==> config.mk <==
export PLATFORM = sky130hd
export DESIGN_NAME = sensor_front_end_control
export DESIGN_NICKNAME = d
export VERILOG_FILES = /design/src/inc/front_end_pkg.sv /design/src/hdl/sensor_front_end_control.sv /design/src/hdl/excitation_drive.sv /design/src/hdl/limit_select.sv
export SDC_FILE = /design/constraint.sdc
export NUM_CORES = 1
export LEC_CHECK = 0
export ABC_AREA = 1
export BUFFER_PORTS_ARGS = -buffer_cell sky130_fd_sc_hd__buf_2
export CAP_MARGIN = 40
export CORE_MARGIN = 2
export CORE_UTILIZATION = 47
export DETAILED_ROUTE_END_ITERATION = 16
export PLACE_DENSITY = 0.73
export SYNTH_ARGS = -nofsm -noshare
export SYNTH_HDL_FRONTEND = slang
export SYNTH_SLANG_ARGS = --single-unit
==> constraint.sdc <==
create_clock -name clk -period 1.83 [get_ports clk]
set_input_delay 0.366 -clock clk [delete_from_list [all_inputs] [get_ports clk]]
set_output_delay 0.366 -clock clk [all_outputs]
set_load 0.01 [all_outputs]
==> src/inc/front_end_pkg.sv <==
package front_end_pkg;

  // Register byte offsets
  localparam logic [3:0] OFF_CONFIG = 4'h0;
  localparam logic [3:0] OFF_CONTROL = 4'h4;
  localparam logic [3:0] OFF_STATUS = 4'h8;
  localparam logic [3:0] OFF_RESULT = 4'hc;

  // Config register field positions
  localparam int CFG_GAIN_LSB = 0;
  localparam int CFG_CURR_LSB = 5;
  localparam int CFG_ATYPE_LSB = 10;
  localparam int CFG_BTYPE_BIT = 12;
  localparam int CFG_PRESET_BIT = 13;
  localparam int CFG_LIMSEL_LSB = 14;
  localparam int CFG_SUPPLY_BIT = 16;
  localparam int CFG_STANDBY_BIT = 17;
  localparam int CFG_WIDTH = 18;
  localparam logic [17:0] CFG_RESET = 18'h00000;

  // Control register field positions
  localparam int CTL_START_BIT = 0;
  localparam int CTL_CHAN_LSB = 1;
  localparam int CTL_QUERY_BIT = 3;

  // Status register field positions
  localparam int STS_BUSY_BIT = 0;
  localparam int STS_DONE_BIT = 1;
  localparam int STS_CHAN_LSB = 2;
  localparam int STS_LOGGED_BIT = 4;

  // Sensor type encodings
  localparam logic [1:0] A_TYPE_LINEAR = 2'h0;
  localparam logic [1:0] A_TYPE_FOLLOWER = 2'h1;
  localparam logic [1:0] A_TYPE_RESERVED = 2'h2;
  localparam logic [1:0] A_TYPE_AC = 2'h3;
  localparam logic B_TYPE_CONDUCTIVE = 1'b0;
  localparam logic B_TYPE_FOLLOWER = 1'b1;

  // Timing: conversion time and AC excitation half period
  localparam int CLK_HZ = 25000000;
  localparam int CONV_TIME_US = 20;
  localparam int CONV_CYCLES = (CONV_TIME_US * (CLK_HZ / 1000000));
  localparam int AC_HALF_NS = 400;
  localparam int AC_HALF_CYCLES = (AC_HALF_NS * (CLK_HZ / 1000000)) / 1000;
  localparam int ADC_WIDTH = 10;

  typedef enum logic [1:0] {
    CH_TEMP,
    CH_BATT,
    CH_EXT_A,
    CH_EXT_B
  } channel_e;

  typedef enum logic [1:0] {
    DRIVE_HIZ,
    DRIVE_BATTERY,
    DRIVE_AC
  } drive_mode_e;

  // Front-end settings
  typedef struct packed {
    logic standby;
    logic supply_switch;
    logic [1:0] limit_select;
    logic use_preset;
    logic b_type;
    logic [1:0] a_type;
    logic [4:0] a_current;
    logic [4:0] b_gain;
  } settings_s;

  // Analog control word held during a conversion
  typedef struct packed {
    channel_e channel;
    logic [4:0] a_current;
    logic [4:0] b_gain;
    logic autorange_en;
    logic [1:0] a_type;
    logic b_type;
  } analog_ctl_s;

endpackage

==> src/hdl/sensor_front_end_control.sv <==
// Register access over Avalon-MM and the register addresses were chosen for this implementation.
module sensor_front_end_control (
  input wire logic clk,
  input wire logic rst,
  input wire logic [3:0] avs_address,
  input wire logic avs_read,
  input wire logic avs_write,
  input wire logic [31:0] avs_writedata,
  input wire logic [3:0] avs_byteenable,
  output logic [31:0] avs_readdata,
  output logic avs_waitrequest,
  input wire logic [3:0] log_enables,
  input wire logic log_request,
  input wire logic [1:0] log_channel,
  input wire logic adc_done,
  input wire logic [9:0] adc_data,
  output logic adc_start,
  output front_end_pkg::analog_ctl_s analog_ctl,
  output logic excite_battery_on,
  output logic excite_ac_high,
  output logic excite_oe_n,
  output logic log_write,
  output logic [1:0] log_write_channel,
  output logic [9:0] log_write_data,
  output logic [1:0] limit_channel,
  output logic limit_valid
);

  typedef enum logic [1:0] {
    ST_IDLE,
    ST_CONVERT,
    ST_FINISH
  } conv_state_e;

  conv_state_e state_reg;
  conv_state_e state_next;
  front_end_pkg::settings_s cfg_reg;
  front_end_pkg::settings_s cfg_next;
  front_end_pkg::analog_ctl_s ctl_reg;
  front_end_pkg::analog_ctl_s ctl_next;
  front_end_pkg::drive_mode_e drive_reg;
  front_end_pkg::drive_mode_e drive_next;
  logic query_reg;
  logic query_next;
  logic done_reg;
  logic done_next;
  logic [9:0] result_reg;
  logic [9:0] result_next;
  logic start_reg;
  logic start_next;
  logic logw_reg;
  logic logw_next;
  logic [31:0] rdata_reg;
  logic [31:0] rdata_next;
  logic ack_reg;
  logic ack_next;
  logic [15:0] tmo_reg;
  logic [15:0] tmo_next;
  logic bus_req;
  logic sw_start;
  logic [1:0] sw_chan;
  logic sw_query;
  logic done_clr;
  logic begin_conv;
  logic [1:0] pick_chan;
  logic pick_query;
  logic is_ext;
  front_end_pkg::drive_mode_e drive_want;

  // Bus: one wait cycle, answer on the second
  assign bus_req = (avs_read | avs_write) & ~ack_reg;
  assign avs_waitrequest = (avs_read | avs_write) & ~ack_reg;
  assign sw_start = avs_write & ack_reg & (avs_address == front_end_pkg::OFF_CONTROL)
                    & avs_byteenable[0] & avs_writedata[front_end_pkg::CTL_START_BIT];
  assign sw_chan = avs_writedata[front_end_pkg::CTL_CHAN_LSB +: 2];
  assign sw_query = avs_writedata[front_end_pkg::CTL_QUERY_BIT];
  assign done_clr = avs_read & ack_reg & (avs_address == front_end_pkg::OFF_RESULT);

  // Software query takes priority over a log request
  always_comb begin
    pick_chan = log_channel;
    pick_query = 1'b0;
    if (sw_start) begin
      pick_chan = sw_chan;
      pick_query = sw_query;
    end
  end
  assign begin_conv = (state_reg == ST_IDLE) & (sw_start | log_request);
  assign is_ext = (pick_chan == 2'(front_end_pkg::CH_EXT_A))
                  | (pick_chan == 2'(front_end_pkg::CH_EXT_B));

  // Excitation mode decided from type, channel, supply switch and standby
  always_comb begin
    drive_want = front_end_pkg::DRIVE_HIZ;
    if (is_ext && cfg_reg.a_type == front_end_pkg::A_TYPE_AC) begin
      drive_want = front_end_pkg::DRIVE_AC;
    end else if (cfg_reg.a_type == front_end_pkg::A_TYPE_LINEAR && cfg_reg.supply_switch
                 && !cfg_reg.standby) begin
      drive_want = front_end_pkg::DRIVE_BATTERY;
    end
  end

  // Register writes and reads
  always_comb begin
    cfg_next = cfg_reg;
    rdata_next = rdata_reg;
    ack_next = bus_req;
    if (avs_write && ack_reg && avs_address == front_end_pkg::OFF_CONFIG) begin
      for (int b = 0; b < 3; b++) begin
        if (avs_byteenable[b]) begin
          for (int k = 0; k < 8; k++) begin
            if (b * 8 + k < front_end_pkg::CFG_WIDTH) begin
              cfg_next[b * 8 + k] = avs_writedata[b * 8 + k];
            end
          end
        end
      end
    end
    if (avs_read && bus_req) begin
      case (avs_address)
        front_end_pkg::OFF_CONFIG: rdata_next = {14'h0000, cfg_reg};
        front_end_pkg::OFF_STATUS: begin
          rdata_next = 32'h0000_0000;
          rdata_next[front_end_pkg::STS_BUSY_BIT] = (state_reg != ST_IDLE);
          rdata_next[front_end_pkg::STS_DONE_BIT] = done_reg;
          rdata_next[front_end_pkg::STS_CHAN_LSB +: 2] = ctl_reg.channel;
          rdata_next[front_end_pkg::STS_LOGGED_BIT] = ~query_reg;
        end
        front_end_pkg::OFF_RESULT: rdata_next = {22'h000000, result_reg};
        default: rdata_next = 32'h0000_0000;
      endcase
    end
  end

  // Conversion sequencer
  always_comb begin
    state_next = state_reg;
    ctl_next = ctl_reg;
    drive_next = drive_reg;
    query_next = query_reg;
    result_next = result_reg;
    start_next = 1'b0;
    logw_next = 1'b0;
    done_next = done_reg;
    tmo_next = tmo_reg;
    if (done_clr) begin
      done_next = 1'b0;
    end
    case (state_reg)
      ST_IDLE: begin
        if (begin_conv) begin
          // Latched only here, so held across the conversion
          ctl_next.channel = front_end_pkg::channel_e'(pick_chan);
          ctl_next.a_type = cfg_reg.a_type;
          ctl_next.b_type = cfg_reg.b_type;
          ctl_next.a_current = cfg_reg.a_current;
          ctl_next.b_gain = cfg_reg.b_gain;
          ctl_next.autorange_en = ~(is_ext & cfg_reg.use_preset);
          drive_next = drive_want;
          query_next = pick_query;
          start_next = 1'b1;
          tmo_next = 16'h0000;
          state_next = ST_CONVERT;
        end
      end
      ST_CONVERT: begin
        tmo_next = tmo_reg + 16'h0001;
        if (adc_done || tmo_reg == 16'(front_end_pkg::CONV_CYCLES)) begin
          result_next = adc_data;
          state_next = ST_FINISH;
        end
      end
      ST_FINISH: begin
        drive_next = front_end_pkg::DRIVE_HIZ;
        if (query_reg) begin
          done_next = 1'b1;
        end else begin
          logw_next = 1'b1;
        end
        state_next = ST_IDLE;
      end
      default: state_next = ST_IDLE;
    endcase
  end

  always_ff @(posedge clk) begin
    if (rst) begin
      state_reg <= ST_IDLE;
      cfg_reg <= front_end_pkg::settings_s'(front_end_pkg::CFG_RESET);
      ctl_reg <= '0;
      drive_reg <= front_end_pkg::DRIVE_HIZ;
      query_reg <= 1'b0;
      done_reg <= 1'b0;
      result_reg <= 10'h000;
      start_reg <= 1'b0;
      logw_reg <= 1'b0;
      rdata_reg <= 32'h0000_0000;
      ack_reg <= 1'b0;
      tmo_reg <= 16'h0000;
    end else begin
      state_reg <= state_next;
      cfg_reg <= cfg_next;
      ctl_reg <= ctl_next;
      drive_reg <= drive_next;
      query_reg <= query_next;
      done_reg <= done_next;
      result_reg <= result_next;
      start_reg <= start_next;
      logw_reg <= logw_next;
      rdata_reg <= rdata_next;
      ack_reg <= ack_next;
      tmo_reg <= tmo_next;
    end
  end

  // Sensor order for bridges is set by the log sequencer (a, then b)
  excitation_drive u_drive (
    .clk(clk),
    .rst(rst),
    .mode(drive_reg),
    .excite_battery_on(excite_battery_on),
    .excite_ac_high(excite_ac_high),
    .excite_oe_n(excite_oe_n)
  );

  limit_select u_lim (
    .clk(clk),
    .rst(rst),
    .enables(log_enables),
    .select(cfg_reg.limit_select),
    .channel(limit_channel),
    .valid(limit_valid)
  );

  assign avs_readdata = rdata_reg;
  assign adc_start = start_reg;
  assign analog_ctl = ctl_reg;
  assign log_write = logw_reg;
  assign log_write_channel = ctl_reg.channel;
  assign log_write_data = result_reg;

endmodule

==> src/hdl/excitation_drive.sv <==
module excitation_drive (
  input wire logic clk,
  input wire logic rst,
  input wire front_end_pkg::drive_mode_e mode,
  output logic excite_battery_on,
  output logic excite_ac_high,
  output logic excite_oe_n
);

  logic [7:0] div_reg;
  logic [7:0] div_next;
  logic phase_reg;
  logic phase_next;
  logic bat_reg;
  logic bat_next;
  logic oe_n_reg;
  logic oe_n_next;

  // Square wave around the reference level, swing equal to it
  always_comb begin
    div_next = div_reg;
    phase_next = phase_reg;
    bat_next = 1'b0;
    oe_n_next = 1'b1;
    if (mode == front_end_pkg::DRIVE_AC) begin
      oe_n_next = 1'b0;
      if (div_reg == 8'(front_end_pkg::AC_HALF_CYCLES - 1)) begin
        div_next = 8'h00;
        phase_next = ~phase_reg;
      end else begin
        div_next = div_reg + 8'h01;
      end
    end else begin
      div_next = 8'h00;
      phase_next = 1'b0;
      if (mode == front_end_pkg::DRIVE_BATTERY) begin
        bat_next = 1'b1;
        oe_n_next = 1'b0;
      end
    end
  end

  always_ff @(posedge clk) begin
    if (rst) begin
      div_reg <= 8'h00;
      phase_reg <= 1'b0;
      bat_reg <= 1'b0;
      oe_n_reg <= 1'b1;
    end else begin
      div_reg <= div_next;
      phase_reg <= phase_next;
      bat_reg <= bat_next;
      oe_n_reg <= oe_n_next;
    end
  end

  assign excite_battery_on = bat_reg;
  assign excite_ac_high = phase_reg;
  assign excite_oe_n = oe_n_reg;

endmodule

==> src/hdl/limit_select.sv <==
module limit_select (
  input wire logic clk,
  input wire logic rst,
  input wire logic [3:0] enables,
  input wire logic [1:0] select,
  output logic [1:0] channel,
  output logic valid
);

  logic [1:0] ch_next;
  logic [1:0] ch_reg;
  logic val_next;
  logic val_reg;
  logic [2:0] count;

  // Pick the n-th enabled sensor in enable order
  always_comb begin
    ch_next = 2'h0;
    val_next = 1'b0;
    count = 3'h0;
    for (int i = 0; i < 4; i++) begin
      if (enables[i]) begin
        if (!val_next && count[1:0] == select) begin
          ch_next = 2'(i);
          val_next = 1'b1;
        end
        count = count + 3'h1;
      end
    end
  end

  always_ff @(posedge clk) begin
    if (rst) begin
      ch_reg <= 2'h0;
      val_reg <= 1'b0;
    end else begin
      ch_reg <= ch_next;
      val_reg <= val_next;
    end
  end

  assign channel = ch_reg;
  assign valid = val_reg;

endmodule

==> results list <==
* Run status: complete, no violations
- Sequential cells were found to cover 43.2% of the synthesized design area.
* Kind of cell adding the most delay to the critical path: simple AND/OR/NAND/NOR gates
- List of cells traversed by the critical path: ha_1 -> nand2_1 -> nor2_1 -> nand3_1 -> nor2_1 -> nand2_1 -> nand2_1 -> inv_1 -> nor2_1
- At the end of routability-driven placement, the weighted congestion stood at 0.878.
- The number of hold buffers added after CTS was 0.
* Worst endpoint data arrival time: 1.87 ns
- Register-to-register setup slack: 0.27 ns
* Total clock sinks: 101
* Final cycle utilization of the critical path: 85.2%
- Clock skew: 0.0109 ns
- Once the clock tree was built, the resizer swapped 0 gates to a different size.
- Cell area after technology mapping: 4680 µm²
* Multi-input logic area: 2180 µm²
* Final design instance area without fill: 5450 µm²
- Ports placed on the boundary: 131
* Clock Latency Late Sink: 0.38 ns
- Post-synthesis area per instance: 7.01 µm²
- STA classifies the critical path endpoint as a flop.
- In this run the cell area measured after placement is 5240 µm².
- The number of hold-slack violations in the final timing report was 0.
- Die area: 10800 µm²
* Average wire per cell in the routed design: 12.5 µm
* Total Negative Setup Slacks: 0 ns
* Number of I/O port buffers: 101
* Count of fill cells added during filler insertion: 956
* Met3 wire len: 584 µm
- No sink is reached through more buffers than the 2 on the longest clock path.
* Final standard cell count with taps included and fillers excluded: 904
- The final layout contains 836 nets.
- Fin crit period: 1.56 ns
- Unrepaired setup endpoints after global routing: no
* Wire length of the first global-routing pass: 18700 µm
- In this run the vertical extent of the chip is 104 µm.
- H-tree levels: 3
* Vias per Instance: 4.92
* Register cell area after layout: 2020 µm²
- The detailed router finished its first iteration with 233 violations.
- The worst setup path is launched from a flop.
- Placed cells: 888
- Layout cells sized above 1: 18.9%
* Number of vias after detailed routing: 4448
- Core area: 9730 µm²
- Compared with the post-synthesis result, the final layout area differs by 16.3%.
- Number of instances in the synthesized netlist: 668
- Total routing usage reported by global routing: 20.9%
* Worst Setup Path Type: reg2reg
- Total leakage power: 0.00245 µW
* Fmax: 642 MHz
- Worst-path fanout max: 4
* Post-route DRC violation count: 0
- Leftover overflow at the end of global routing: 0
* Final setup vio count: 0
* Met2 layer wire length in the routed design: 5410 µm
- Endpoint required time on the critical path: 2.14 ns
- Total of warnings raised by yosys: 0
- The cell sitting at the root of the clock tree is a sky130_fd_sc_hd__clkbuf_8.
- Detailed placement ended at an HPWL of 8340 µm.
- sky130_fd_sc_hd__dfxtp_1 takes more of the synthesized area than any other cell.
* Number of buffers and inverters on the critical path: 1
- Sorting the synthesized cells by area gives the leading types as sky130_fd_sc_hd__dfxtp_1 43%, sky130_fd_sc_hd__nand2_1 12%, sky130_fd_sc_hd__nor2_1 8.1%.
- Starting density of the core: 48.1%
- Sum of routed wire segments on met1: 5160 µm
- Utilization after layout: 56.0%
* First-pass iteration count of the detailed router: 5
* Number of antenna repair diodes: 0
- In this run, CTS created clock tree buffers numbering 9.
- Crit path largest cell delay: 0.40 ns
- Dividing total power by cell area gives a power density of 783 nW/µm².
- The number of antenna violations at the first check in global routing came to 0.
* Peak supply drop: 370 µV
- Max Cap Violations: 0
- Pins Over Slew Limit: 0
- The floorplan has 36 rows.
- #FFs+latches synth: 101
- Wires add up to 11300 µm.
- The via count of the first global-routing pass came to 4080.
- The die is 104 µm wide.
- Maximum number of pins on one net before global-route repair: 60
- TritonCTS built the clock tree.
- The tightest min-delay check is of the in2reg type.
- Summed over its instances, the top area cell type makes up 43.2% of the synthesized netlist area.
- Uppermost signal routing layer after detailed routing: met4
- CP max-delay cell: sky130_fd_sc_hd__dfxtp_1
* Number of nets with antenna violations after routing: 0
- After clock tree synthesis, the clock-pin slew on the worst setup and hold paths is 0.11 ns.
* Post-CTS setup repair buffer count: 0
* Library cells used by synthesis: 34
power by group:
group | switching, µW | internal, µW
combinational | 320 | 177
sequential | 41.3 | 2260
clock | 822 | 651
total | 1180 | 3080
stage by stage:
step / power [µW] / worst slack (ns) / hold WS (ns)
final: 4270 / 0.271 / 0.233
after global routing: 4440 / 0.0752 / 0.228
after CTS: 4280 / 0.283 / 0.221
after detailed placement: 2840 / 0.160 / 0.455
after global placement: 2830 / 0.186 / 0.445
after floorplan: 2680 / 0.468 / 0.433
metal layers:
metal  track usage, %  vias to the layer above
li1                 -                     2299
met1             27.1                     2012
met2             36.0                      126
met3             4.15                       11
met4             4.92                        0
met5                0                        -
cells by family after synthesis:
family | after synthesis | share of synthesized area, %
AND/OR/NAND/NOR | 332 | 30.3
AO/OA/AOI/OAI | 115 | 12.7
buffers and inverters | 109 | 11.2
flip-flops | 101 | 43.2
adder cells (fa/ha/maj) | 8 | 2.14
XOR/XNOR | 2 | 0.374
other | 1 | 0.0801
cells in the mapped netlist:
cell / count
sky130_fd_sc_hd__nand2_1: 154
sky130_fd_sc_hd__dfxtp_1: 101
sky130_fd_sc_hd__nor2_1: 101
sky130_fd_sc_hd__inv_1: 66
sky130_fd_sc_hd__a21oi_1: 61
sky130_fd_sc_hd__nand3_1: 41
sky130_fd_sc_hd__o21ai_0: 38
sky130_fd_sc_hd__buf_4: 17
sky130_fd_sc_hd__o21ai_1: 12
sky130_fd_sc_hd__clkbuf_1: 10
sky130_fd_sc_hd__nor3_1: 9
sky130_fd_sc_hd__ha_1: 8
sky130_fd_sc_hd__buf_2: 7
sky130_fd_sc_hd__nand4_1: 7
sky130_fd_sc_hd__nand2_2: 5
sky130_fd_sc_hd__buf_6: 4
sky130_fd_sc_hd__nand2_4: 3
sky130_fd_sc_hd__nand3b_1: 3
sky130_fd_sc_hd__clkinv_1: 2
sky130_fd_sc_hd__inv_2: 2
sky130_fd_sc_hd__nor2_2: 2
sky130_fd_sc_hd__nor2_4: 2
sky130_fd_sc_hd__xor2_1: 2
sky130_fd_sc_hd__a21oi_4: 1
sky130_fd_sc_hd__bufbuf_8: 1
sky130_fd_sc_hd__conb_1: 1
sky130_fd_sc_hd__nand2b_1: 1
sky130_fd_sc_hd__nor2_8: 1
sky130_fd_sc_hd__nor3b_1: 1
sky130_fd_sc_hd__nor4_1: 1
sky130_fd_sc_hd__o211ai_1: 1
sky130_fd_sc_hd__o21a_1: 1
sky130_fd_sc_hd__o31ai_1: 1
sky130_fd_sc_hd__or2_2: 1
placed cells by master, fill, tap and decap left out, types with 5 or more instances in the layout:
master | Yosys | final
sky130_fd_sc_hd__nand2_1 | 154 | 154
sky130_fd_sc_hd__nor2_1 | 101 | 101
sky130_fd_sc_hd__dfxtp_1 | 101 | 101
sky130_fd_sc_hd__buf_2 | 7 | 101
sky130_fd_sc_hd__inv_1 | 66 | 66
sky130_fd_sc_hd__a21oi_1 | 61 | 61
sky130_fd_sc_hd__nand3_1 | 41 | 41
sky130_fd_sc_hd__o21ai_0 | 38 | 38
sky130_fd_sc_hd__conb_1 | 1 | 14
sky130_fd_sc_hd__o21ai_1 | 12 | 12
sky130_fd_sc_hd__buf_4 | 17 | 11
sky130_fd_sc_hd__nor3_1 | 9 | 9
sky130_fd_sc_hd__clkbuf_8 | 0 | 9
sky130_fd_sc_hd__ha_1 | 8 | 8
sky130_fd_sc_hd__nand4_1 | 7 | 7
sky130_fd_sc_hd__nand2_2 | 5 | 5
final timing paths:
check                     startpoint                        to  depth (start not counted)
max reg2reg  tmo_reg[1]$_SDFFE_PP0P_  tmo_reg[14]$_SDFFE_PP0P_                          9
min reg2reg  cfg_reg[7]$_SDFFE_PP0P_   cfg_reg[7]$_SDFFE_PP0P_                          2
max          tmo_reg[1]$_SDFFE_PP0P_  tmo_reg[14]$_SDFFE_PP0P_                          9
min                 avs_writedata[4]   cfg_reg[4]$_SDFFE_PP0P_                          3
worst register-to-register path, delay by kind of cell (launching register included):
family	cells	cell delay [ns]
adders and majority gates	1	0.19
DFF	1	0.40
and+or+nand+nor	7	0.87
buffers and inverters	1	0.03
cell type report:
type / instances / area share (%)
well taps: 133 / 3.05
clock inverters: 7 / 1.52
clock buffers: 9 / 2.27
repair buffers: 113 / 11.2
flip-flops and latches: 101 / 37.1
multi-input cells: 471 / 40.1
inverters: 70 / 4.82
(Power assumes the default switching activity.)
